`src/pos_err_map.svh`:
```
`ifndef POS_ERR_MAP_SVH
`define POS_ERR_MAP_SVH
// register byte offsets
`define PEM_CTRL_OFF      12'h000
`define PEM_STATUS_OFF    12'h004
`define PEM_ERR_BASE_OFF  12'h040
// control register fields
`define PEM_CTRL_READY_BIT  0
`define PEM_CTRL_TEST_BIT   1
`define PEM_CTRL_RESET      32'h0000_0000
// axis register field positions (write side: [0] stop, [1] rapid stop, [2] clear error)
`define PEM_AX_STOP_BIT   0
`define PEM_AX_RSTOP_BIT  1
`define PEM_AX_CLR_BIT    2
// axis register read side: error code field lsb
`define PEM_AX_CODE_LSB   16
// error codes
`define PEM_ERR_NONE      9'h000
`define PEM_ERR_RDY_RUN   9'h0c8
`define PEM_ERR_RDY_HOME  9'h0c9
`define PEM_ERR_STOP_HOME 9'h0ca
`define PEM_ERR_RSTP_HOME 9'h0cb
`define PEM_ERR_RDY_DECEL 9'h0cc
`define PEM_ERR_TEST_HOME 9'h0ce
`endif

```
`src/pos_err_pkg.sv`:
```
package pos_err_pkg;
  typedef enum logic [2:0] {
    MODE_IDLE      = 3'b000,
    MODE_POSITION  = 3'b001,
    MODE_HOME      = 3'b010,
    MODE_FIXSTOP   = 3'b011,
    MODE_OTHER     = 3'b100
  } axis_mode_e;
  typedef enum logic [1:0] {
    ACT_NONE  = 2'b00,
    ACT_DECEL = 2'b01,
    ACT_RAPID = 2'b10
  } stop_act_e;
endpackage : pos_err_pkg

```
`src/positioning_error_monitor.sv`:
```
// Overview of operation
// RULE1: errors found while an axis runs are recorded as codes 200 to 299, apart from start errors.
// RULE2: ready flag falling during servo-program motion other than home return or fixed-stop speed records 200.
// RULE3: ready flag falling during home return records 201 and requests a deceleration stop.
// RULE4: to retry after 201 the host reasserts ready or releases stop requests before restarting home return.
// RULE5: axis stop request rising during home return records 202.
// RULE6: axis rapid-stop request rising during home return records 203 and requests a rapid stop.
// RULE7: ready flag reasserted while axes still decelerate from a ready drop records 204 and is ignored.
// RULE8: the host reasserts the ready flag only after every axis has stopped.
// RULE9: test-mode all-axes rapid stop during home return records 206 and rapid-stops the axis.
// RULE10: the error code stays readable until software clears it; a newer error overwrites it.
`timescale 1ns/1ps
`include "pos_err_map.svh"
module positioning_error_monitor
  import pos_err_pkg::*;
#(
  parameter int AXES = 4
) (
  input  wire logic                pclk,
  input  wire logic                presetn,
  input  wire logic                psel,
  input  wire logic                penable,
  input  wire logic                pwrite,
  input  wire logic [11:0]         paddr,
  input  wire logic [31:0]         pwdata,
  output logic      [31:0]         prdata,
  output logic                     pready,
  output logic                     pslverr,
  input  wire logic [AXES*3-1:0]   axis_mode,
  input  wire logic [AXES-1:0]     axis_moving,
  input  wire logic                test_rapid_stop,
  output logic      [AXES*2-1:0]   axis_stop_action
);
  localparam int AW = (AXES > 1) ? $clog2(AXES) : 1;

  logic [1:0]       test_sync_q;
  logic [AXES-1:0]  moving_sync1_q;
  logic [AXES-1:0]  moving_q;
  logic [AXES*3-1:0] mode_sync1_q;
  logic [AXES*3-1:0] mode_q;
  logic             test_prev_q;
  logic             controller_ready_flag_q;
  logic             ready_prev_q;
  logic             ready_decel_q;
  logic [AXES-1:0]  axis_stop_request_q;
  logic [AXES-1:0]  axis_rapid_stop_request_q;
  logic [AXES-1:0]  stop_prev_q;
  logic [AXES-1:0]  rstop_prev_q;
  logic [8:0]       err_code_q [AXES];
  logic [AXES-1:0]  err_clr;

  // per-axis decode results, next values of the error record and the action
  axis_mode_e        md [AXES];
  logic [8:0]        code [AXES];
  stop_act_e         act [AXES];
  logic [AXES*2-1:0] action_d;

  wire bus_wr = psel & penable & pwrite;
  wire ax_hit = (paddr >= `PEM_ERR_BASE_OFF) && (paddr < `PEM_ERR_BASE_OFF + 12'(AXES * 4));
  wire [AW-1:0] ax_idx = AW'((paddr - `PEM_ERR_BASE_OFF) >> 2);

  function automatic axis_mode_e mode_of(input logic [AXES*3-1:0] m, input int n);
    mode_of = axis_mode_e'(m[n*3 +: 3]);
  endfunction : mode_of

  // external levels from the motion generator pass two flops before use
  always_ff @(posedge pclk or negedge presetn) begin
    if (!presetn) begin
      test_sync_q    <= 2'h0;
      moving_sync1_q <= '0;
      moving_q       <= '0;
      mode_sync1_q   <= '0;
      mode_q         <= '0;
      test_prev_q    <= 1'b0;
    end else begin
      test_sync_q    <= {test_sync_q[0], test_rapid_stop};
      moving_sync1_q <= axis_moving;
      moving_q       <= moving_sync1_q;
      mode_sync1_q   <= axis_mode;
      mode_q         <= mode_sync1_q;
      test_prev_q    <= test_sync_q[1];
    end
  end

  // edges are taken on the synchronised copy so a slow pin edge yields one event;
  // the edge flops reset to the idle level, so no false edge follows reset
  wire test_rise = test_sync_q[1] & ~test_prev_q;

  // host flags written over the bus; an axis write always rewrites both request
  // bits, so software must write back the levels it wants to keep
  always_ff @(posedge pclk or negedge presetn) begin
    if (!presetn) begin
      controller_ready_flag_q   <= 1'b0;
      axis_stop_request_q       <= '0;
      axis_rapid_stop_request_q <= '0;
    end else if (bus_wr) begin
      if (paddr == `PEM_CTRL_OFF)
        controller_ready_flag_q <= pwdata[`PEM_CTRL_READY_BIT];
      if (ax_hit) begin
        axis_stop_request_q[ax_idx]       <= pwdata[`PEM_AX_STOP_BIT];
        axis_rapid_stop_request_q[ax_idx] <= pwdata[`PEM_AX_RSTOP_BIT];
      end
    end
  end

  always_comb begin
    err_clr = '0;
    if (bus_wr && ax_hit && pwdata[`PEM_AX_CLR_BIT])
      err_clr[ax_idx] = 1'b1;
  end

  // ready edges come from the flag register itself, so they line up with the bus write
  wire ready_fall = ready_prev_q & ~controller_ready_flag_q;
  wire ready_rise = ~ready_prev_q & controller_ready_flag_q;

  // deceleration window after ready drop lasts until every axis has stopped;
  // one moving axis keeps the window open for all of them
  always_ff @(posedge pclk or negedge presetn) begin
    if (!presetn) begin
      ready_prev_q  <= 1'b0;
      ready_decel_q <= 1'b0;
      stop_prev_q   <= '0;
      rstop_prev_q  <= '0;
    end else begin
      ready_prev_q <= controller_ready_flag_q;
      stop_prev_q  <= axis_stop_request_q;
      rstop_prev_q <= axis_rapid_stop_request_q;
      if (ready_fall && (|moving_q))
        ready_decel_q <= 1'b1;
      else if (!(|moving_q))
        ready_decel_q <= 1'b0;
    end
  end

  // per-axis event decode; inside home return a test stop outranks a rapid stop,
  // which outranks a ready drop, which outranks a plain stop request
  always_comb begin
    for (int n = 0; n < AXES; n++) begin
      md[n]   = mode_of(mode_q, n);
      code[n] = `PEM_ERR_NONE;
      act[n]  = ACT_NONE;
      if (moving_q[n]) begin
        if (md[n] == MODE_HOME) begin
          if (test_rise) begin
            code[n] = `PEM_ERR_TEST_HOME; // RULE9
            act[n]  = ACT_RAPID;
          end else if (axis_rapid_stop_request_q[n] && !rstop_prev_q[n]) begin
            code[n] = `PEM_ERR_RSTP_HOME; // RULE6
            act[n]  = ACT_RAPID;
          end else if (ready_fall) begin
            code[n] = `PEM_ERR_RDY_HOME; // RULE3
            act[n]  = ACT_DECEL;
          end else if (axis_stop_request_q[n] && !stop_prev_q[n]) begin
            code[n] = `PEM_ERR_STOP_HOME; // RULE5
            act[n]  = ACT_DECEL;
          end
        end else if (ready_fall && md[n] != MODE_FIXSTOP && md[n] != MODE_IDLE) begin
          code[n] = `PEM_ERR_RDY_RUN; // RULE2
          act[n]  = ACT_DECEL;
        end
      end
      // a ready reassertion inside the window is only reported, never acted on,
      // so every axis keeps decelerating to a full stop
      if (code[n] == `PEM_ERR_NONE && ready_rise && ready_decel_q) begin
        code[n] = `PEM_ERR_RDY_DECEL; // RULE7
        act[n]  = ACT_NONE;
      end
      action_d[n*2 +: 2] = act[n];
    end
  end

  // the stop action is a one-cycle command; the motion generator latches it
  always_ff @(posedge pclk or negedge presetn) begin
    if (!presetn) begin
      axis_stop_action <= '0;
    end else begin
      axis_stop_action <= action_d;
    end
  end

  // latest event overwrites, and an event beats a clear in the same cycle
  always_ff @(posedge pclk or negedge presetn) begin
    if (!presetn) begin
      for (int n = 0; n < AXES; n++) begin
        err_code_q[n] <= `PEM_ERR_NONE;
      end
    end else begin
      for (int n = 0; n < AXES; n++) begin
        if (code[n] != `PEM_ERR_NONE) begin
          err_code_q[n] <= code[n]; // RULE1 RULE10
        end else if (err_clr[n]) begin
          err_code_q[n] <= `PEM_ERR_NONE; // RULE10
        end
      end
    end
  end

  // apb slave: zero wait, unmapped reads zero with pslverr;
  // a refused write changes nothing, only the response flags it
  always_ff @(posedge pclk or negedge presetn) begin
    if (!presetn) begin
      prdata  <= 32'h0000_0000;
      pready  <= 1'b0;
      pslverr <= 1'b0;
    end else begin
      pready  <= psel & ~penable;
      pslverr <= 1'b0;
      prdata  <= 32'h0000_0000;
      if (psel && !penable) begin
        if (paddr == `PEM_CTRL_OFF)
          prdata <= {31'h0, controller_ready_flag_q};
        else if (paddr == `PEM_STATUS_OFF)
          prdata <= {15'h0, ready_decel_q, 8'h0, 8'(moving_q)};
        else if (ax_hit)
          prdata <= {7'h0, err_code_q[ax_idx], 14'h0,
                     axis_rapid_stop_request_q[ax_idx], axis_stop_request_q[ax_idx]};
        else
          pslverr <= 1'b1;
      end
    end
  end
endmodule : positioning_error_monitor

```
`config.mk`:
```
export PLATFORM = sky130hd
export DESIGN_NAME = positioning_error_monitor
export DESIGN_NICKNAME = d
export VERILOG_FILES = /design/src/pos_err_pkg.sv /design/src/positioning_error_monitor.sv
export VERILOG_INCLUDE_DIRS = /design/src
export SDC_FILE = /design/constraint.sdc
export NUM_CORES = 1
export LEC_CHECK = 0
export BUFFER_PORTS_ARGS = -buffer_cell sky130_fd_sc_hd__buf_4
export CAP_MARGIN = 30
export CORE_UTILIZATION = 57
export CTS_BUF_LIST = sky130_fd_sc_hd__clkbuf_2
export DETAILED_ROUTE_END_ITERATION = 10
export HOLD_SLACK_MARGIN = 0.06
export PLACE_DENSITY = 0.91
export SLEW_MARGIN = 20
export SYNTH_ARGS = -nofsm -noshare
export SYNTH_HDL_FRONTEND = slang
export SYNTH_SLANG_ARGS = --single-unit
```
`constraint.sdc`:
```
create_clock -name pclk -period 4.7 [get_ports pclk]
set_input_delay 0.235 -clock pclk [delete_from_list [all_inputs] [get_ports pclk]]
set_output_delay 0.235 -clock pclk [all_outputs]
set_load 0.02 [all_outputs]
```
* After elaboration in Yosys (flattened, before gate mapping)
Index checks and enable logic that the tools add are counted.
Storage, ports and cells: bits in registers 132, output and inout bits 42, word-level logic and storage cells 201
Operators by class: add/sub/neg operators 1, order comparisons 5, equality and inequality tests 10, mux-type cells 94, bitwise gates (word level) 11, reduce and logical (&&, ||, !) cells 59
Operators with widths (number):
- 9-bit 2-to-1 mux | 22
- 8-bit 2-to-1 mux | 20
- 25-bit 2-to-1 mux | 4
- 2-bit 2-to-1 mux | 20
- 9-bit logical NOT | 4
- 9-bit nonzero test | 4
- 1-bit logical AND | 30
- 1-bit 2-to-1 mux | 21
- 9-bit binary-select mux with 2-bit select | 1
- 12-bit by 3-bit equality test with 1-bit output (second input constant) | 1
- 3-bit by 2-bit equality test with 1-bit output (second input constant) | 4
- 12-bit by 7-bit >= comparator with 1-bit output (second input constant) | 1
- 12-bit logical NOT | 1
- 12-bit by 7-bit less-than comparator with 1-bit output (second input constant) | 1
- 3-bit by 2-bit inequality test with 1-bit output (second input constant) | 4
- 3-bit nonzero test | 4
- 1-bit logical NOT | 9
- 4-bit bitwise mux | 2
- 2-bit nonzero test | 4
- 1-bit bitwise AND | 6
- 1-bit binary-select mux with 2-bit select | 2
- 4-bit 2-to-1 mux | 1
- 1-bit NOT | 4
- 2-bit AND reduction | 2
- 8 further kinds | 8

* Logic depth before layout (Yosys ltp)
depth in word-level cells 14, depth in mapped cells 6, gate-level depth less buffers 5

* Least setup slack after synthesis
No wires, ideal clock.
kind reg-to-reg, from register ready_prev_q, to register err_code_q[24] (netlist bit), data arrival time 1387 ps, required time 4576 ps, slack 3189 ps, stages on the path, launching flop included 6, cell sequence dfrtp_1 -> nor2b_1 -> buf_6 -> nor4_1 -> a21oi_1 -> a211o_1
On the way: word-level cells in the longest chain between the ends 12
RTL lines:
- start: declaration | line positioning_error_monitor.sv:43 | logic ready_prev_q;
- start signal: assignment | line positioning_error_monitor.sv:125 | ready_prev_q <= controller_ready_flag_q;
- 1-bit bitwise AND | line positioning_error_monitor.sv:113 | wire ready_fall = ready_prev_q & ~controller_ready_flag_q;
- 8-bit 2-to-1 mux / 1-bit logical AND (equally long branches) | line positioning_error_monitor.sv:150, positioning_error_monitor.sv:157
- 8-bit 2-to-1 mux / 1-bit logical AND (equally long branches) | line positioning_error_monitor.sv:147, positioning_error_monitor.sv:157
- 8-bit 2-to-1 mux, on equally long branches | line positioning_error_monitor.sv:144, positioning_error_monitor.sv:157
- 9-bit 2-to-1 mux | line positioning_error_monitor.sv:143 | if (md[n] == MODE_HOME) begin
- 9-bit 2-to-1 mux | line positioning_error_monitor.sv:142 | if (moving_q[n]) begin
- 9-bit logical NOT (no line)
- 1-bit logical AND (2 in a row) | line positioning_error_monitor.sv:164 | if (code[n] == `PEM_ERR_NONE && ready_rise && ready_decel_q) begin
- 9-bit 2-to-1 mux * | line positioning_error_monitor.sv:164
- 9-bit nonzero test (no line)
- 9-bit 2-to-1 mux / 2-bit nonzero test (equally long branches)
- end signal: indexed assignment | line positioning_error_monitor.sv:185 | err_code_q[n] <= `PEM_ERR_NONE;
- end signal: indexed assignment | line positioning_error_monitor.sv:190 | err_code_q[n] <= code[n];
- end signal: indexed assignment | line positioning_error_monitor.sv:192 | err_code_q[n] <= `PEM_ERR_NONE;
- end: declaration | line positioning_error_monitor.sv:49 | logic [8:0] err_code_q [AXES];
Mark *: on every way between the ends. The rest lies on a longest branch, timed or not. A chain may end at the register's enable or synchronous reset.

* Final worst setup path
from register test_sync_q[1], to register err_code_q[20] (netlist bit)
On the way: word-level cells in the longest chain between the ends 10
RTL lines:
- start: declaration | line positioning_error_monitor.sv:36 | logic [1:0] test_sync_q;
- start signal: assignment | line positioning_error_monitor.sv:76 | test_sync_q <= {test_sync_q[0], test_rapid_stop};
- 1-bit bitwise AND * | line positioning_error_monitor.sv:87 | wire test_rise = test_sync_q[1] & ~test_prev_q;
- 8-bit 2-to-1 mux * | line positioning_error_monitor.sv:144 | if (test_rise) begin
- 9-bit 2-to-1 mux * | line positioning_error_monitor.sv:143
- 9-bit 2-to-1 mux * | line positioning_error_monitor.sv:142
- 9-bit logical NOT (no line)
- 1-bit logical AND (2 in a row) | line positioning_error_monitor.sv:164
- 9-bit 2-to-1 mux * | line positioning_error_monitor.sv:164
- 9-bit nonzero test (no line)
- 9-bit 2-to-1 mux / 2-bit nonzero test (equally long branches)
Marked as above.

==> impl_metrics.yaml <==
synthesis:
  async_reset_ff_share_pct: 100
  yosysTopAreaCellShare_pct: 60.2
  synthCells: 296
  ys.flop_type: "dfrtp_1"
  syn-mean-instance-area_um2: 12.4
  ys_seq_area_share_pct: 60.2
  synth_top_cells_by_area: "dfrtp_1 60%, buf_4 5.3%, mux4_2 3.7%"
  synth_seq_cells: 88
  syn-cell-area_um2: 3660
  yosys_warnings: 0
  synth_top_area_cell: "dfrtp_1"
  ys_types: 53
  synth_edf_count: 0
global_routing:
  antenna_found_initial: 0
  grt_pass1_wl_um: 11800
  grt_pass1_vias: 2517
  grt_start_max_net_pins: 63
  grt_usage_pct: 24.8
  overflow: 0
timing:
  setup_tns_ps: 0
  slew_violations: 0
  timing.hold.ws_ps: 108
  period_needed_ps: 1960
  worstMarginPinSlew_ps: 889
  setup_violations: 0
  report.final.hold_viol_count: 0
  fin_ws_ps: 2740
  min_period_over_period_pct: 41.7
  slew_headroom_pct: 40.6
  max_freq_mhz: 510
  rsz0062_at_grt: "no"
  fin_worst_skew_ps: 33.0
floorplanning:
  die-area_um2: 6740
  die_h_um: 82.1
  io_pins: 108
  core_area_um2: 6060
  die_w_um: 82.1
  start_util_pct: 60.3
  rows: 28
clock_network:
  cts_setup_buffers: 0
  numCtsBuffers: 9
  clk_pin_slew_worst_paths_ps: 210
  clk_latency_ps: 540
  ctsHtreeMaxLevel: 3
  cts_tree: "built"
  ctsRootBufferMaster: "clkbuf_2"
  clockBufferDepth: 2
  cts-resized-gates: 0
  clock_sinks: 88
hold_path:
  hp-class: "in -> reg"
outcome:
  outcome: "finished clean"
placement:
  port-buffer-count: 56
  place_area_um2: 4050
  pre_cts_slack_ps: 2800
  dp.cells: 417
  post-dp-hpwl_um: 5080
  place_congestion: 0.913
route:
  drtIter0Drc: 227
  wire_per_inst_um: 16.3
  drt_pre_antenna_iters: 5
  route.detailed.drc: 0
  drt_wl_total_um: 7410
  vias: 2607
  viasPerCell: 5.72
  drt.antenna.violating_nets: 0
pwr:
  power_leakage_nw: 2.09
  p_int_mw: 0.986
  power_frac_seq_pct: 62.1
  powerDensity_nw_per_um2: 302
  vdd_drop_max_v: 0.000192
  p_sw_share_pct: 25.7
  p_comb_share_pct: 11.4
  power.total_mw: 1.33
  power_frac_clock_pct: 26.4
  p_switching_mw: 0.341
worst_setup_path:
  worstSetupEndpointType: "register"
  worstPathArrival_ps: 2380
  crit_type: "reg -> reg"
  crit_fanout: 9
  cp-start-kind: "register"
  worstPathRequired_ps: 5120
finish:
  diodes: 0
  fillers: 411
  finish.instance_area_um2: 4400
  nets: 444
  postLayoutCoreUtil_pct: 72.6
  drive_above_1_share_pct: 25.5
  final_cell_count_no_fill: 456
  area_growth_syn_to_layout_pct: 20.3
flow_run:
  drv_cap: 0
[power groups by stage]
| stage | logic [mW] | registers [mW] | clock network [mW] |
|---|---|---|---|
| final | 0.152 | 0.824 | 0.350 |
| after global routing | 0.165 | 0.828 | 0.387 |
| after CTS | 0.151 | 0.822 | 0.352 |
| after detailed placement | 0.134 | 0.836 | 0 |
| after global placement | 0.127 | 0.834 | 0 |
| after floorplan | 0.0894 | 0.828 | 0 |
[cell type report]
cell class	count	area, µm²	share of cell area, %
clock inverter	5	50.0	1.14
timing repair buffer	83	706	16.0
inverter	1	3.75	0.0853
tap	75	93.8	2.13
sequential	88	2200	50.1
multi-input combinational	195	1300	29.5
clock buffer	9	45.0	1.02
[routing by layer]
layer / share of wire [%] / GRT usage (%) / up-vias / wire length, µm
li1: - / - / 1179 / -
met5: 0 / 0 / - / 0
met4: 2.7 / 14.7 / 0 / 197
met1: 38 / 30.4 / 1267 / 2810
met3: 7.4 / 4.56 / 19 / 551
met2: 52 / 40.8 / 142 / 3860
[worst max-delay path: stages (launching register included)]
cell,delay (ps)
dfrtp_1,420
nor2b_1,720
nor4_1,170
a21oi_1,350
o221ai_1,190
[registers in the layout (all words and copies together), names as in the netlist, 2 cells and up]
signal	flops
err_code_q	16
mode_q	12
mode_sync1_q	12
axis_stop_action	8
prdata	8
axis_rapid_stop_request_q	4
axis_stop_request_q	4
moving_q	4
moving_sync1_q	4
rstop_prev_q	4
stop_prev_q	4
test_sync_q	2
[repair_timing]
| action | CTS | global route |
|---|---|---|
| hold buffers | 25 | 0 |
| endpoints found under the hold margin | 123 | 0 |
| setup endpoints to repair | 0 | 0 |
[cell usage after synthesis, types with 3 or more instances]
| cell | count |
|---|---|
| mux4_2 | 6 |
| nand3_1 | 8 |
| nor2_1 | 19 |
| mux2_2 | 9 |
| nor2b_1 | 19 |
| a22oi_1 | 3 |
| dfrtp_1 | 88 |
| o22ai_1 | 6 |
| a32oi_1 | 3 |
| a31oi_1 | 3 |
| a32o_1 | 3 |
| and2_1 | 4 |
| a21oi_1 | 7 |
| nand2b_1 | 9 |
| o21ai_0 | 13 |
| clkbuf_1 | 5 |
| o211ai_1 | 3 |
| buf_4 | 26 |
| nor3_1 | 3 |
| nand2_1 | 18 |
[logic make-up after synthesis]
| group | after synthesis | synth area share (%) |
|---|---|---|
| AOI/OAI and AO/OA | 53 | 9.72 |
| other | 1 | 0.103 |
| DFF | 88 | 60.2 |
| and+or+nand+nor | 105 | 17.1 |
| muxes | 15 | 6.47 |
| buffers and inverters | 34 | 6.40 |
[worst paths after layout]
path / slack (ps) / cells after the start / start / end
worst max-delay path: 2740 / 4 / test_sync_q[1]$_DFF_PN0_ / err_code_q[20]$_DFFE_PN0P_
worst min-delay path: 110 / 4 / paddr[1] / pslverr$_DFF_PN0_
worst max register to register: 2740 / 4 / test_sync_q[1]$_DFF_PN0_ / err_code_q[20]$_DFFE_PN0P_
worst min register to register: 370 / 0 / moving_sync1_q[1]$_DFF_PN0_ / moving_q[1]$_DFF_PN0_
max in group asynchronous: 3970 / 3 / presetn / mode_q[1]$_DFF_PN0_
min in group asynchronous: 120 / 2 / presetn / err_code_q[15]$_DFFE_PN0P_
[cell usage in the layout (no fill, tap or decap), drive strengths merged, types with 2 or more instances in the layout]
| master | Yosys | layout |
|---|---|---|
| nand4 | 3 | 3 |
| nor3b | 3 | 3 |
| clkinv | 0 | 3 |
| o21a | 2 | 2 |
| nand2 | 18 | 18 |
| o221ai | 2 | 2 |
| and2 | 4 | 4 |
| a32oi | 3 | 3 |
| nand4bb | 2 | 2 |
| buf | 28 | 58 |
| dfrtp | 88 | 88 |
| nor4 | 4 | 4 |
| conb | 1 | 22 |
| mux4 | 6 | 6 |
| nand3 | 9 | 9 |
| dlygate4sd3 | 0 | 25 |
| nor3 | 5 | 5 |
| nor2 | 19 | 19 |
| nor2b | 19 | 19 |
| a22oi | 3 | 3 |
| and4 | 2 | 2 |
| o21ai | 13 | 13 |
| o211ai | 3 | 3 |
| or2 | 2 | 2 |
| clkbuf | 5 | 9 |
| and3 | 3 | 3 |
| a31oi | 3 | 3 |
| a32o | 3 | 3 |
| o22ai | 6 | 6 |
| mux2 | 9 | 9 |
| a21oi | 7 | 7 |
| nand2b | 10 | 10 |
Power figures use the tool's default switching activity.
